### src/hdl/ead_pkg.sv
// Purpose: Shared constants and types for the effective-address decoder.
// Assumes: 32-bit AXI4-Lite register port, 16-bit extension word stream.
// Notes:   Offsets are byte addresses within the register window.
package ead_pkg;
  // ****************************************************************
  // Register map
  // ****************************************************************
  localparam logic [7:0] EAD_CTRL_OFF = 8'h00;
  localparam logic [7:0] EAD_STATUS_OFF = 8'h04;
  localparam logic [7:0] EAD_COUNT_OFF = 8'h08;
  localparam logic EAD_CTRL_ENABLE_RST = 1'b1;
  localparam logic [1:0] EAD_RESP_OKAY = 2'h0;
  localparam logic [1:0] EAD_RESP_SLVERR = 2'h2;

  // ****************************************************************
  // Instruction encodings
  // ****************************************************************
  localparam logic [2:0] EAD_M_DREG = 3'h0;
  localparam logic [2:0] EAD_M_AREG = 3'h1;
  localparam logic [2:0] EAD_M_IND = 3'h2;
  localparam logic [2:0] EAD_M_PREDEC = 3'h4;
  localparam logic [2:0] EAD_M_D16 = 3'h5;
  localparam logic [2:0] EAD_M_IDX = 3'h6;
  localparam logic [2:0] EAD_M_EXT = 3'h7;
  localparam logic [2:0] EAD_R_ABSW = 3'h0;
  localparam logic [2:0] EAD_R_ABSL = 3'h1;
  localparam logic [2:0] EAD_R_PCD16 = 3'h2;
  localparam logic [2:0] EAD_R_PCIDX = 3'h3;
  localparam logic [2:0] EAD_R_IMM = 3'h4;
  localparam logic [1:0] EAD_SZ_BYTE = 2'h0;
  localparam logic [1:0] EAD_SZ_LONG = 2'h2;
  localparam logic [7:0] EAD_MAX_EXT = 8'h0A;

  // ****************************************************************
  // Types
  // ****************************************************************
  typedef enum logic [2:0] {
    EAD_IDLE = 3'b000,
    EAD_FIRST = 3'b001,
    EAD_BD = 3'b010,
    EAD_OD = 3'b011,
    EAD_LIT = 3'b100,
    EAD_FIN = 3'b101
  } ead_state_e;
  typedef enum logic [1:0] {
    EAD_LIT_IMM = 2'b00,
    EAD_LIT_D16 = 2'b01,
    EAD_LIT_ABS = 2'b10
  } ead_lit_e;
  typedef enum logic [1:0] {
    EAD_IND_NONE = 2'b00,
    EAD_IND_PRE = 2'b01,
    EAD_IND_POST = 2'b10,
    EAD_IND_MEM = 2'b11
  } ead_ind_e;
endpackage : ead_pkg

### src/hdl/ead_decoder.sv
// What this block does
// - Byte immediate low byte, word immediate whole.
// - Long immediate: first word high, second low.
// - Mode 111 register 100 means immediate.
// - Coprocessor immediates take any word count.
// - Mode selects; register sub-selects under 111.
// - Support up to ten extension words.
// - Indirect select decode with index enabled.
// - Indirect select decode with index suppressed.
// - Brief word fields when bit 8 clear.
// - Full word fields when bit 8 set.
// - Index kind and index size selection.
// - Base suppress forces base contribution zero.
// - Index suppress forces index contribution zero.
// - Base displacement size decode, 00 reserved.
// - Consume base then outer displacement words.
// - Mode codes 000 through 110 decode.
// - Register codes under mode 111 decode.
// - Alterable flag excludes PC and immediate.
// - Control flag for memory modes without size.
// - Data and memory flags, each combined with alterable by AND.
// - Scale shifts index left zero to three.
// - Indirect forms reported on indir_kind; no pointer is fetched.
// - Absolute short sign-extended to 32 bits.
// Purpose: Decodes one effective address and its extension words.
// Assumes: Prefetch inputs are on aclk; one address decoded at a time.
// Notes:   Coprocessor immediates longer than 32 bits keep only the last 32.
`timescale 1ns/1ps
module ead_decoder (
  // Clock and reset
  input wire logic aclk,
  input wire logic aresetn,
  // AXI4-Lite write channels
  input wire logic [7:0] s_axi_awaddr,
  input wire logic s_axi_awvalid,
  output logic s_axi_awready,
  input wire logic [31:0] s_axi_wdata,
  input wire logic [3:0] s_axi_wstrb,
  input wire logic s_axi_wvalid,
  output logic s_axi_wready,
  output logic [1:0] s_axi_bresp,
  output logic s_axi_bvalid,
  input wire logic s_axi_bready,
  // AXI4-Lite read channels
  input wire logic [7:0] s_axi_araddr,
  input wire logic s_axi_arvalid,
  output logic s_axi_arready,
  output logic [31:0] s_axi_rdata,
  output logic [1:0] s_axi_rresp,
  output logic s_axi_rvalid,
  input wire logic s_axi_rready,
  // Instruction request
  input wire logic ea_start,
  input wire logic [2:0] ea_mode,
  input wire logic [2:0] ea_reg,
  input wire logic [1:0] op_size,
  input wire logic coproc_imm,
  input wire logic [7:0] coproc_words,
  output logic ea_busy,
  // Extension word stream
  input wire logic ext_valid,
  input wire logic [15:0] ext_word,
  output logic ext_ready,
  // Register values from the datapath
  input wire logic [31:0] base_val,
  input wire logic [31:0] index_val,
  // Decode results
  output logic ea_done,
  output logic ea_illegal,
  output logic [7:0] ext_count,
  output logic cat_data,
  output logic cat_mem,
  output logic cat_ctrl,
  output logic cat_alt,
  output logic cat_alt_mem,
  output logic cat_data_alt,
  output logic [31:0] imm_data,
  output logic [31:0] abs_addr,
  output logic [31:0] base_disp,
  output logic [31:0] outer_disp,
  output logic index_reg_kind,
  output logic [2:0] index_reg_n,
  output logic index_size_sel,
  output logic [1:0] scale,
  output logic base_suppress_bit,
  output logic index_suppress_bit,
  output ead_pkg::ead_ind_e indir_kind,
  output logic [31:0] base_term,
  output logic [31:0] index_term
);
  import ead_pkg::*;

  // ****************************************************************
  // Helper functions
  // ****************************************************************
  function automatic logic [31:0] sext16(input logic [15:0] v);
    sext16 = {{16{v[15]}}, v};
  endfunction : sext16

  // Words that a two-bit size field asks for; 00 gives none.
  function automatic logic [1:0] size_words(input logic [1:0] f);
    size_words = (f == 2'b00) ? 2'd0 : f - 2'd1;
  endfunction : size_words

  // ****************************************************************
  // State
  // ****************************************************************
  typedef struct packed {
    ead_state_e st;
    ead_lit_e lit;
    logic [7:0] left;
    logic [1:0] bdn;
    logic [1:0] odn;
    logic [31:0] acc;
    logic [31:0] bacc;
    logic [31:0] oacc;
    logic [2:0] mode;
    logic [2:0] rg;
    logic [1:0] size;
    logic coproc;
    logic bad;
    logic [7:0] cnt;
    logic ext_ready;
    logic done;
    logic illegal;
    logic [7:0] ext_count;
    logic [5:0] cats;
    logic [31:0] imm_data;
    logic [31:0] abs_addr;
    logic [31:0] base_disp;
    logic [31:0] outer_disp;
    logic idx_kind;
    logic [2:0] idx_n;
    logic idx_long;
    logic [1:0] scale;
    logic bs;
    logic is;
    ead_ind_e ind;
    logic [31:0] base_term;
    logic [31:0] index_term;
    logic enable;
    logic [15:0] total;
    logic awready;
    logic wready;
    logic aw_got;
    logic w_got;
    logic [7:0] awaddr;
    logic [31:0] wdata;
    logic wstrb0;
    logic bvalid;
    logic [1:0] bresp;
    logic arready;
    logic rvalid;
    logic [31:0] rdata;
    logic [1:0] rresp;
  } ead_regs_s;

  ead_regs_s q_reg;
  ead_regs_s q_next;
  logic take;

  assign take = ext_valid && q_reg.ext_ready;

  // ****************************************************************
  // Next-state logic
  // ****************************************************************
  // One process covers the decoder, the datapath terms and the bus slave.
  always_comb begin
    logic [15:0] w;
    logic [31:0] idx;
    w = ext_word;
    idx = q_reg.idx_long ? index_val : sext16(index_val[15:0]);
    q_next = q_reg;
    q_next.done = 1'b0;
    if (take) begin
      q_next.cnt = q_reg.cnt + 8'd1;
    end
    case (q_reg.st)
      EAD_IDLE: begin
        if (ea_start && q_reg.enable) begin
          q_next.mode = ea_mode;
          q_next.rg = ea_reg;
          q_next.size = op_size;
          q_next.coproc = coproc_imm;
          q_next.cnt = 8'd0;
          q_next.bad = 1'b0;
          q_next.acc = 32'h0000_0000;
          q_next.bacc = 32'h0000_0000;
          q_next.oacc = 32'h0000_0000;
          q_next.bdn = 2'd0;
          q_next.odn = 2'd0;
          q_next.bs = 1'b0;
          q_next.is = 1'b1;
          q_next.ind = EAD_IND_NONE;
          q_next.left = 8'd1;
          // Cleared so that a displacement form decoded earlier cannot leak into base_disp.
          q_next.lit = EAD_LIT_IMM;
          q_next.st = EAD_LIT;
          // Mode picks the form; register field only sub-selects under 111.
          if (ea_mode <= EAD_M_PREDEC) begin
            q_next.st = EAD_FIN;
          end else if (ea_mode == EAD_M_D16) begin
            q_next.lit = EAD_LIT_D16;
          end else if (ea_mode == EAD_M_IDX) begin
            q_next.st = EAD_FIRST;
          end else if (ea_reg == EAD_R_ABSW) begin
            q_next.lit = EAD_LIT_ABS;
          end else if (ea_reg == EAD_R_ABSL) begin
            q_next.lit = EAD_LIT_ABS;
            q_next.left = 8'd2;
          end else if (ea_reg == EAD_R_PCD16) begin
            q_next.lit = EAD_LIT_D16;
          end else if (ea_reg == EAD_R_PCIDX) begin
            q_next.st = EAD_FIRST;
          end else if (ea_reg == EAD_R_IMM) begin
            q_next.lit = EAD_LIT_IMM;
            // Coprocessor immediates carry their own length.
            if (coproc_imm) begin
              q_next.left = coproc_words;
              if (coproc_words == 8'd0) begin
                q_next.st = EAD_FIN;
              end
            end else if (op_size == EAD_SZ_LONG) begin
              q_next.left = 8'd2;
            end
          end else begin
            q_next.bad = 1'b1;
            q_next.st = EAD_FIN;
          end
        end
      end
      EAD_FIRST: begin
        if (take) begin
          q_next.idx_kind = w[15];
          q_next.idx_n = w[14:12];
          q_next.idx_long = w[11];
          q_next.scale = w[10:9];
          q_next.is = 1'b0;
          if (!w[8]) begin
            // Brief word: 8-bit displacement handled like a long base value.
            q_next.bacc = {{24{w[7]}}, w[7:0]};
            q_next.bdn = 2'd2;
            q_next.st = EAD_FIN;
          end else begin
            q_next.bs = w[7];
            q_next.is = w[6];
            q_next.bdn = size_words(w[5:4]);
            q_next.odn = size_words(w[1:0]);
            if (w[2:0] == 3'b000) begin
              q_next.ind = EAD_IND_NONE;
            end else if (w[6]) begin
              q_next.ind = EAD_IND_MEM;
            end else if (w[2]) begin
              q_next.ind = EAD_IND_POST;
            end else begin
              q_next.ind = EAD_IND_PRE;
            end
            // Reserved encodings are flagged and consume no outer words.
            if ((w[5:4] == 2'b00) || w[3] || (w[2:0] == 3'b100) || (w[6] && w[2])) begin
              q_next.bad = 1'b1;
              q_next.odn = 2'd0;
              q_next.ind = EAD_IND_NONE;
            end
            q_next.left = {6'd0, q_next.bdn};
            if (q_next.bdn != 2'd0) begin
              q_next.st = EAD_BD;
            end else if (q_next.odn != 2'd0) begin
              q_next.left = {6'd0, q_next.odn};
              q_next.st = EAD_OD;
            end else begin
              q_next.st = EAD_FIN;
            end
          end
        end
      end
      EAD_BD: begin
        if (take) begin
          q_next.bacc = {q_reg.bacc[15:0], w};
          q_next.left = q_reg.left - 8'd1;
          if (q_reg.left == 8'd1) begin
            q_next.left = {6'd0, q_reg.odn};
            q_next.st = (q_reg.odn != 2'd0) ? EAD_OD : EAD_FIN;
          end
        end
      end
      EAD_OD: begin
        if (take) begin
          q_next.oacc = {q_reg.oacc[15:0], w};
          q_next.left = q_reg.left - 8'd1;
          if (q_reg.left == 8'd1) begin
            q_next.st = EAD_FIN;
          end
        end
      end
      EAD_LIT: begin
        if (take) begin
          // High word arrives first, so shifting up leaves it on top.
          q_next.acc = {q_reg.acc[15:0], w};
          q_next.left = q_reg.left - 8'd1;
          if (q_reg.left == 8'd1) begin
            q_next.st = EAD_FIN;
          end
        end
      end
      EAD_FIN: begin
        q_next.done = 1'b1;
        q_next.illegal = q_reg.bad;
        q_next.ext_count = q_reg.cnt;
        q_next.total = q_reg.total + 16'd1;
        q_next.base_disp = (q_reg.bdn == 2'd1) ? sext16(q_reg.bacc[15:0]) : q_reg.bacc;
        q_next.outer_disp = (q_reg.odn == 2'd1) ? sext16(q_reg.oacc[15:0]) : q_reg.oacc;
        q_next.imm_data = 32'h0000_0000;
        q_next.abs_addr = 32'h0000_0000;
        if (q_reg.lit == EAD_LIT_D16 && q_reg.mode >= EAD_M_D16) begin
          q_next.base_disp = sext16(q_reg.acc[15:0]);
        end
        if (q_reg.mode == EAD_M_EXT && q_reg.rg == EAD_R_IMM) begin
          if (q_reg.size == EAD_SZ_BYTE && !q_reg.coproc) begin
            q_next.imm_data = {24'h00_0000, q_reg.acc[7:0]};
          end else begin
            q_next.imm_data = q_reg.acc;
          end
        end
        if (q_reg.mode == EAD_M_EXT && q_reg.rg == EAD_R_ABSW) begin
          q_next.abs_addr = sext16(q_reg.acc[15:0]);
        end else if (q_reg.mode == EAD_M_EXT && q_reg.rg == EAD_R_ABSL) begin
          q_next.abs_addr = q_reg.acc;
        end
        // Categories: {data, mem, ctrl, alt, alt_mem, data_alt}.
        q_next.cats[5] = (q_reg.mode != EAD_M_AREG);
        q_next.cats[4] = (q_reg.mode >= EAD_M_IND);
        q_next.cats[3] = (q_reg.mode == EAD_M_IND) || (q_reg.mode >= EAD_M_D16 &&
                         !(q_reg.mode == EAD_M_EXT && q_reg.rg >= EAD_R_IMM));
        q_next.cats[2] = (q_reg.mode != EAD_M_EXT) || (q_reg.rg <= EAD_R_ABSL);
        if (q_reg.bad) begin
          q_next.cats[5:2] = 4'h0;
        end
        q_next.cats[1] = q_next.cats[2] && q_next.cats[4];
        q_next.cats[0] = q_next.cats[5] && q_next.cats[2];
        q_next.st = EAD_IDLE;
      end
      default: begin
        q_next.st = EAD_IDLE;
      end
    endcase
    q_next.ext_ready = (q_next.st == EAD_FIRST) || (q_next.st == EAD_BD) ||
                       (q_next.st == EAD_OD) || (q_next.st == EAD_LIT);

    // Address terms for the datapath; the index register itself is untouched.
    q_next.index_term = q_reg.is ? 32'h0000_0000 : (idx << q_reg.scale);
    q_next.base_term = q_reg.bs ? 32'h0000_0000 : base_val;

    // Write path: address and data are taken in either order.
    if (s_axi_awvalid && q_reg.awready) begin
      q_next.aw_got = 1'b1;
      q_next.awaddr = s_axi_awaddr;
    end
    if (s_axi_wvalid && q_reg.wready) begin
      q_next.w_got = 1'b1;
      q_next.wdata = s_axi_wdata;
      q_next.wstrb0 = s_axi_wstrb[0];
    end
    if (q_reg.bvalid && s_axi_bready) begin
      q_next.bvalid = 1'b0;
    end
    if (q_reg.aw_got && q_reg.w_got && !q_reg.bvalid) begin
      q_next.aw_got = 1'b0;
      q_next.w_got = 1'b0;
      q_next.bvalid = 1'b1;
      q_next.bresp = EAD_RESP_OKAY;
      if (q_reg.awaddr == EAD_CTRL_OFF) begin
        if (q_reg.wstrb0) begin
          q_next.enable = q_reg.wdata[0];
        end
      end else if (q_reg.awaddr == EAD_STATUS_OFF || q_reg.awaddr == EAD_COUNT_OFF) begin
        q_next.bresp = EAD_RESP_OKAY;
      end else begin
        q_next.bresp = EAD_RESP_SLVERR;
      end
    end
    q_next.awready = !q_next.aw_got && !q_next.bvalid;
    q_next.wready = !q_next.w_got && !q_next.bvalid;

    // Read path: one outstanding read, answered one cycle after address.
    if (q_reg.rvalid && s_axi_rready) begin
      q_next.rvalid = 1'b0;
    end
    if (s_axi_arvalid && q_reg.arready) begin
      q_next.rvalid = 1'b1;
      q_next.rresp = EAD_RESP_OKAY;
      q_next.rdata = 32'h0000_0000;
      if (s_axi_araddr == EAD_CTRL_OFF) begin
        q_next.rdata = {31'h0, q_reg.enable};
      end else if (s_axi_araddr == EAD_STATUS_OFF) begin
        q_next.rdata = {16'h0000, q_reg.ext_count, 6'h00, q_reg.illegal,
                        (q_reg.st != EAD_IDLE)};
      end else if (s_axi_araddr == EAD_COUNT_OFF) begin
        q_next.rdata = {16'h0000, q_reg.total};
      end else begin
        q_next.rresp = EAD_RESP_SLVERR;
      end
    end
    q_next.arready = !q_next.rvalid;
  end

  // ****************************************************************
  // State register
  // ****************************************************************
  // Synchronous reset; every field takes a constant.
  always_ff @(posedge aclk) begin
    if (!aresetn) begin
      q_reg <= '0;
      q_reg.st <= EAD_IDLE;
      q_reg.is <= 1'b1;
      q_reg.enable <= EAD_CTRL_ENABLE_RST;
    end else begin
      q_reg <= q_next;
    end
  end

  // Outputs come straight from the state register; ea_busy is decoded from its state field.
  assign s_axi_awready = q_reg.awready;
  assign s_axi_wready = q_reg.wready;
  assign s_axi_bvalid = q_reg.bvalid;
  assign s_axi_bresp = q_reg.bresp;
  assign s_axi_arready = q_reg.arready;
  assign s_axi_rvalid = q_reg.rvalid;
  assign s_axi_rdata = q_reg.rdata;
  assign s_axi_rresp = q_reg.rresp;
  assign ea_busy = (q_reg.st != EAD_IDLE);
  assign ext_ready = q_reg.ext_ready;
  assign ea_done = q_reg.done;
  assign ea_illegal = q_reg.illegal;
  assign ext_count = q_reg.ext_count;
  assign {cat_data, cat_mem, cat_ctrl, cat_alt, cat_alt_mem, cat_data_alt} = q_reg.cats;
  assign imm_data = q_reg.imm_data;
  assign abs_addr = q_reg.abs_addr;
  assign base_disp = q_reg.base_disp;
  assign outer_disp = q_reg.outer_disp;
  assign index_reg_kind = q_reg.idx_kind;
  assign index_reg_n = q_reg.idx_n;
  assign index_size_sel = q_reg.idx_long;
  assign scale = q_reg.scale;
  assign base_suppress_bit = q_reg.bs;
  assign index_suppress_bit = q_reg.is;
  assign indir_kind = q_reg.ind;
  assign base_term = q_reg.base_term;
  assign index_term = q_reg.index_term;
endmodule : ead_decoder

### config.mk
export PLATFORM = sky130hd
export DESIGN_NAME = ead_decoder
export DESIGN_NICKNAME = d
export VERILOG_FILES = /design/src/hdl/ead_pkg.sv /design/src/hdl/ead_decoder.sv
export SDC_FILE = /design/constraint.sdc
export NUM_CORES = 1
export LEC_CHECK = 0
export BUFFER_PORTS_ARGS = -buffer_cell sky130_fd_sc_hd__clkbuf_2
export CAP_MARGIN = 5
export CORE_MARGIN = 1.5
export CORE_UTILIZATION = 40
export CTS_BUF_LIST = sky130_fd_sc_hd__clkbuf_8
export DETAILED_ROUTE_END_ITERATION = 12
export REMOVE_ABC_BUFFERS = 1
export SLEW_MARGIN = 30
export SYNTH_ARGS = -nofsm -noshare
export SYNTH_HDL_FRONTEND = slang
export SYNTH_SLANG_ARGS = --single-unit
### constraint.sdc
create_clock -name aclk -period 2.5 [get_ports aclk]
set_input_delay 0.125 -clock aclk [delete_from_list [all_inputs] [get_ports aclk]]
set_output_delay 0.125 -clock aclk [all_outputs]
set_load 0.03 [all_outputs]
==> results of run 1 <==
## logic make-up after synthesis
| family | synth area share, % |
|---|---|
| flops | 44.82 |
| buf+inv | 13.50 |
| compound gates | 19.44 |
| fa+ha+maj | 0.2781 |
| xor+xnor | 1.071 |
| other cells | 0.02083 |
| mux | 2.836 |
| simple gates | 18.03 |
## worst paths after layout
| kind | from | end | slack, ns | depth (start not counted) |
|---|---|---|---|---|
| worst max-delay path | scale[0] | index_term[15] | 0.25 | 4 |
| worst min-delay path | index_val[31] | index_term[31] | 0.07 | 4 |
| worst max register to register | scale[0] | index_term[15] | 0.25 | 4 |
| worst min register to register | indir_kind[1] | indir_kind[1] | 0.46 | 2 |
## per-stage QoR
stage,TNS (ns),instances
final,0,2983
after global routing,0,2983
after CTS,0,2983
after detailed placement,0,2709
after global placement,0,2709
after floorplan,-207.84,1702
## worst max-delay path, cell delays in order, from the launching register on
cell and delay (ns):
dfxtp_4 0.63, mux2i_1 0.23, dlygate4sd3_1 0.59, o22ai_1 0.08, dlygate4sd3_1 0.58
## where the power goes
part	switching [µW]	total (µW)	leakage, µW	internal, µW
logic	967	1570	0.00473	605
clock network	2760	6330	0.000839	3570
registers	130	6720	0.00327	6590
total	3850	14600	0.00884	10800
## synth_stat cells, types with 31 or more instances
| cell type | instances |
|---|---|
| a22oi_1 | 49 |
| mux2i_1 | 51 |
| a21oi_1 | 97 |
| buf_4 | 244 |
| nand3_1 | 103 |
| nor2_1 | 33 |
| o22ai_1 | 31 |
| nand2_1 | 312 |
| clkbuf_1 | 113 |
| nor2b_1 | 70 |
| dfxtp_1 | 403 |
| a21boi_0 | 151 |
| and2_1 | 64 |
| o21ai_0 | 104 |
## per-layer routing
metal	wire length, µm	vias up	GRT usage, %
li1	-	7397	-
met3	3605	115	5.223
met2	24440	513	36.03
met1	22960	7085	28.19
met4	1869	0	10.12
met5	0	-	0
## placed cells by master (no fill, tap or decap), types with 4 or more instances in the layout
cell type	netlist	routed
dfxtp_1	403	402
clkbuf_2	0	366
nand2_1	312	312
a21boi_0	151	151
dlygate4sd3_1	0	151
o21ai_0	104	104
nand3_1	103	103
a21oi_1	97	95
clkbuf_8	0	92
nor2b_1	70	70
and2_1	64	64
mux2i_1	51	51
a22oi_1	49	48
buf_4	244	44
inv_1	15	36
nor2_1	33	33
o22ai_1	31	31
o211a_1	19	19
conb_1	1	18
xnor2_1	15	15
a21o_1	15	15
nor3_1	15	14
and3_1	8	8
nor3b_1	7	7
nand2b_1	7	7
xor2_1	7	7
o211ai_1	7	7
a222oi_1	7	7
nand4_1	6	6
nor4_1	7	6
a31oi_1	6	6
or3_1	5	5
o31ai_1	5	5
clkinv_2	0	5
a221oi_1	4	4
ha_1	4	4
## layout make-up
| class | count | area, µm² | area share [%] |
|---|---|---|---|
| repair buffers | 566 | 3759 | 17.30 |
| inverters | 16 | 60.06 | 0.2765 |
| flip-flops and latches | 403 | 8071 | 37.16 |
| clock buffers | 91 | 1252 | 5.765 |
| well taps | 592 | 740.7 | 3.410 |
| multi-input cells | 1283 | 7619 | 35.07 |
| clock inverters | 32 | 221.5 | 1.019 |
## what timing repair did
item                       4_1_cts  5_1_grt
hold endpoints to repair       161        0
setup endpoints to repair        0        2
hold buffers                   151        0
gates resized for setup          0        1
==> metrics, run 1 <==
pwr dens 673.2 nW/µm²; Yosys warnings 0; Die ar. 46280 µm²; Total Power Consumption 14620 µW; number of iterations in the first detailed-routing pass 5; max-cap check violation count 0; DRC violations left 0; height of the die 215.1 µm; number of instances in the synthesized netlist 2067; clock tree from TritonCTS yes; I/O Buffers 367; summed area of non-filler cells in the final layout 21720 µm²; final worst clock skew 0.03105 ns; deepest clock path buffer count 3; type of the worst min-delay path input port to flip-flop; largest driver fanout on the critical path 28; total half-perimeter wirelength after legalization and detailed placement 35.21 mm; cell type with the largest total area after synthesis dfxtp_1; number of I/O pins 420; number of synthesized flops with an enable pin 0; class of the most critical setup path flip-flop to flip-flop; via count of the first global-routing pass 14830; wire length of the first global-routing pass 82.02 mm; Seq/Total Area, Yosys 44.82%; fill cell count 4281; count of vias placed by the detailed router 15110; most frequently used flop master after synthesis dfxtp_1; standard cell area after detailed placement 18730 µm²; die width 215.1 µm; share of the cycle needed by the critical path after routing 89.84%; max FFs per register 160; clock insertion delay at the later pin of the skew report 0.64 ns; area inside the core boundary 44320 µm²; final number of setup-violating endpoints 0; global-route usage over all layers 22.29%; area fraction of the dominant cell type after synthesis 44.82%; synth unique cells 73; status completed; final hold violation count 0; number of DRC markers after the initial detailed-route iteration 815; pin count of the biggest net entering global routing 158; average size of a mapped cell 8.708 µm²; remaining global-route overflow 0; Initial Utilization 40.62%; async set or reset register ratio after synthesis 0%; combined area of all synthesized cells 18000 µm²; Leak 0.008840 µW; startpoint type of the worst setup path flip-flop; remaining antenna violation count after routing 0; vias per std cell 5.065; number of antenna violations at the first check in global routing 0; mean routed wirelength per cell 17.72 µm; number of levels in the clock H-tree 3; clock-pin transition on the worst setup and hold timing paths 0.06 ns; number of max-slew violations in the final report 0; required time at the worst-slack endpoint 3.02 ns; number of rows in the core area 77; post-CTS setup-driven buffer insertion count 0; Inserted Clock Buffers 72; clock tree root buffer cell clkbuf_8; clock net sink count 403; layout net count 2504; area delta synth->final 20.69%; Worst Slack Setup Final 0.2539 ns; signal arrival time at the worst endpoint 2.76 ns; Setup Slack @ Placement 0.2652 ns; post-layout minimum cycle time 2.246 ns; post-layout utilization of the core 49.02%; transition time at the pin with the least slew margin 0.9176 ns; Final Wtd Congestion 0.9150; post-synthesis sequential element count 403; highest achievable clock rate 445.2 MHz; share of layout cells above drive strength 1 22.84%; capturing element type of the critical path flip-flop; final hold slack 0.06579 ns; relative slew slack 38.60%; RSZ-0062 raised after global routing false; dominant cells by area after synthesis dfxtp_1 45%, buf_4 10%, nand2_1 6.5%; worst voltage drop across the vdd grid 0.3941 mV; total wire length after detailed routing 52.87 mm; Antenna Diode Count 0
Note: power is estimated with default switching activity, not from simulation.
==> run 2: changes to the inputs <==
--- a/config.mk
+++ b/config.mk
@@ -11,8 +11,9 @@
 export CORE_UTILIZATION = 40
 export CTS_BUF_LIST = sky130_fd_sc_hd__clkbuf_8
 export DETAILED_ROUTE_END_ITERATION = 12
+export MAX_ROUTING_LAYER = met4
 export REMOVE_ABC_BUFFERS = 1
-export SLEW_MARGIN = 30
+export SLEW_MARGIN = 0
 export SYNTH_ARGS = -nofsm -noshare
 export SYNTH_HDL_FRONTEND = slang
 export SYNTH_SLANG_ARGS = --single-unit
==> run 2 against run 1 <==
Effect of this change: setup slack lost 0.042 ns; clock-buffer cell count is the same; total power grew 0.57%; global-route usage grew 0.80 points; combinational power is essentially flat; clock skew grew 0.015 ns; critical path depth is the same; via count is essentially flat; worst hold slack gained 0.013 ns; non-clock buffer count grew 3; sequential power is essentially flat; critical path type unchanged.
==> metrics, run 2 (synthesis results as in run 1) <==
pin count of the biggest net entering global routing 157; fill cell count 4241; capturing element type of the critical path flip-flop; clock tree root buffer cell clkbuf_8; Final Wtd Congestion 0.9361; post-layout minimum cycle time 2.288 ns; number of antenna violations at the first check in global routing 0; remaining global-route overflow 0; share of layout cells above drive strength 1 23.00%; max-cap check violation count 0; summed area of non-filler cells in the final layout 21770 µm²; final hold violation count 0; pwr dens 675.5 nW/µm²; count of vias placed by the detailed router 15100; register-to-register path setup slack 0.21 ns; most common library cell in the layout ignoring fill and taps dfxtp_1; Logic pwr share 10.7%; clock net sink count 403; part of the total power dissipated in sequential elements 45.7%; final number of setup-violating endpoints 0; final standard cell count with taps included and fillers excluded 2989; relative slew slack 35.70%; number of rows in the core area 77; signal arrival time at the worst endpoint 2.82 ns; end point of the most critical hold path q_reg[81]; clock tree from TritonCTS yes; Internal 10790 µW; total wire length after detailed routing 52.79 mm; Total Power Consumption 14710 µW; worst voltage drop across the vdd grid 0.4150 mV; height of the die 215.1 µm; clock insertion delay at the later pin of the skew report 0.66 ns; required time at the worst-slack endpoint 3.03 ns; most used cells in the layout excluding fill and tap cells 402 x dfxtp_1, 366 x clkbuf_2, 311 x nand2_1, 152 x dlygate4sd3_1, 151 x a21boi_0; number of levels in the clock H-tree 3; RSZ-0062 raised after global routing false; number of max-slew violations in the final report 0; via count of the first global-routing pass 14910; Multi-input gate area 7621 µm²; mean routed wirelength per cell 17.66 µm; post-CTS setup-driven buffer insertion count 0; class of the most critical setup path flip-flop to flip-flop; area inside the core boundary 44320 µm²; capturing point of the worst reg2reg path index_term[15]; max FFs per register 160; number of DRC markers after the initial detailed-route iteration 804; placed instance count 2711; DRC violations left 0; startpoint type of the worst setup path flip-flop; die width 215.1 µm; number of I/O pins 420; transition time at the pin with the least slew margin 0.9646 ns; Die ar. 46280 µm²; cell depth of the worst hold path 4; Initial Utilization 40.62%; layout net count 2508; remaining antenna violation count after routing 0; total half-perimeter wirelength after legalization and detailed placement 35.21 mm; switching power share of the total 26.65%; clock-pin transition on the worst setup and hold timing paths 0.06 ns; area delta synth->final 20.95%; path depth of the worst reg2reg path 4; deepest clock path buffer count 3; status completed; Psw 3919 µW; vias per std cell 5.052; relative contribution of the clock network to total power 43.6%; final hold slack 0.07915 ns; I/O Buffers 367; origin of the critical flop-to-flop path scale[0]; highest achievable clock rate 437.0 MHz; number of iterations in the first detailed-routing pass 7; standard cell area after detailed placement 18750 µm²; type of the worst min-delay path input port to flip-flop; area occupied by registers 8071 µm²; share of the cycle needed by the critical path after routing 91.53%; hold wc startpoint s_axi_awvalid; Inserted Clock Buffers 73; final worst clock skew 0.04619 ns; Leak 0.008850 µW; wire length of the first global-routing pass 82.94 mm; largest driver fanout on the critical path 27; global-route usage over all layers 23.10%
## run 2: routing by layer
metal	up-vias	GRT usage, %	wire, µm
met4	0	8.928	1532
met5	-	-	0
met3	103	4.912	3220
li1	7402	-	-
met1	7131	28.64	23470
met2	464	36.71	24560
## run 2: stage by stage
stage	setup slack [ns]	util, %	TNS [ns]
3_3_place_gp	0.3234	42.30	0
6_report	0.2118	49.12	0
2_1_floorplan	-1.843	-	-207.84
5_1_grt	0.1069	49.12	0
3_5_place_dp	0.2603	42.30	0
4_1_cts	0.03759	49.11	0
## run 2: worst max-delay path, stage by stage, from the launching register on
cell,delay (ns)
dfxtp_4,0.63
mux2i_1,0.25
dlygate4sd3_1,0.60
o22ai_1,0.08
dlygate4sd3_1,0.58
## run 2: cell type report
cell class | count | share of cell area (%)
Sequential cell | 403 | 37.07
Multi-Input combinational cell | 1283 | 35.01
Timing Repair Buffer | 569 | 17.36
Clock buffer | 91 | 5.753
Tap cell | 592 | 3.402
Clock inverter | 34 | 1.115
Inverter | 16 | 0.2759
Antenna cell | 1 | 0.01149
## run 2: timing repair
| item | 4_1_cts | 5_1_grt |
|---|---|---|
| gates resized for setup | 0 | 2 |
| setup endpoints to repair | 0 | 11 |
| hold buffers | 152 | 0 |
| endpoints found under the hold margin | 166 | 0 |
## run 2: power by group through the flow
| stage | clock (µW) | combinational, µW | sequential, µW |
|---|---|---|---|
| after detailed placement | 0 | 1380 | 6860 |
| after floorplan | 0 | 636 | 6980 |
| after global routing | 6900 | 1710 | 6740 |
| final | 6410 | 1570 | 6730 |
| after CTS | 6610 | 1560 | 6720 |
| after global placement | 0 | 1370 | 6860 |
## run 2: worst max-delay path by stage
stage                       startpoint        endpoint  cells past startpoint
floorplan                   q_reg[449]    imm_data[10]                      5
global placement            q_reg[451]      q_reg[347]                      6
detailed placement          q_reg[451]      q_reg[353]                      6
CTS                           scale[0]  index_term[15]                      4
global route        index_suppress_bit   index_term[2]                      5
finish                        scale[0]  index_term[15]                      4
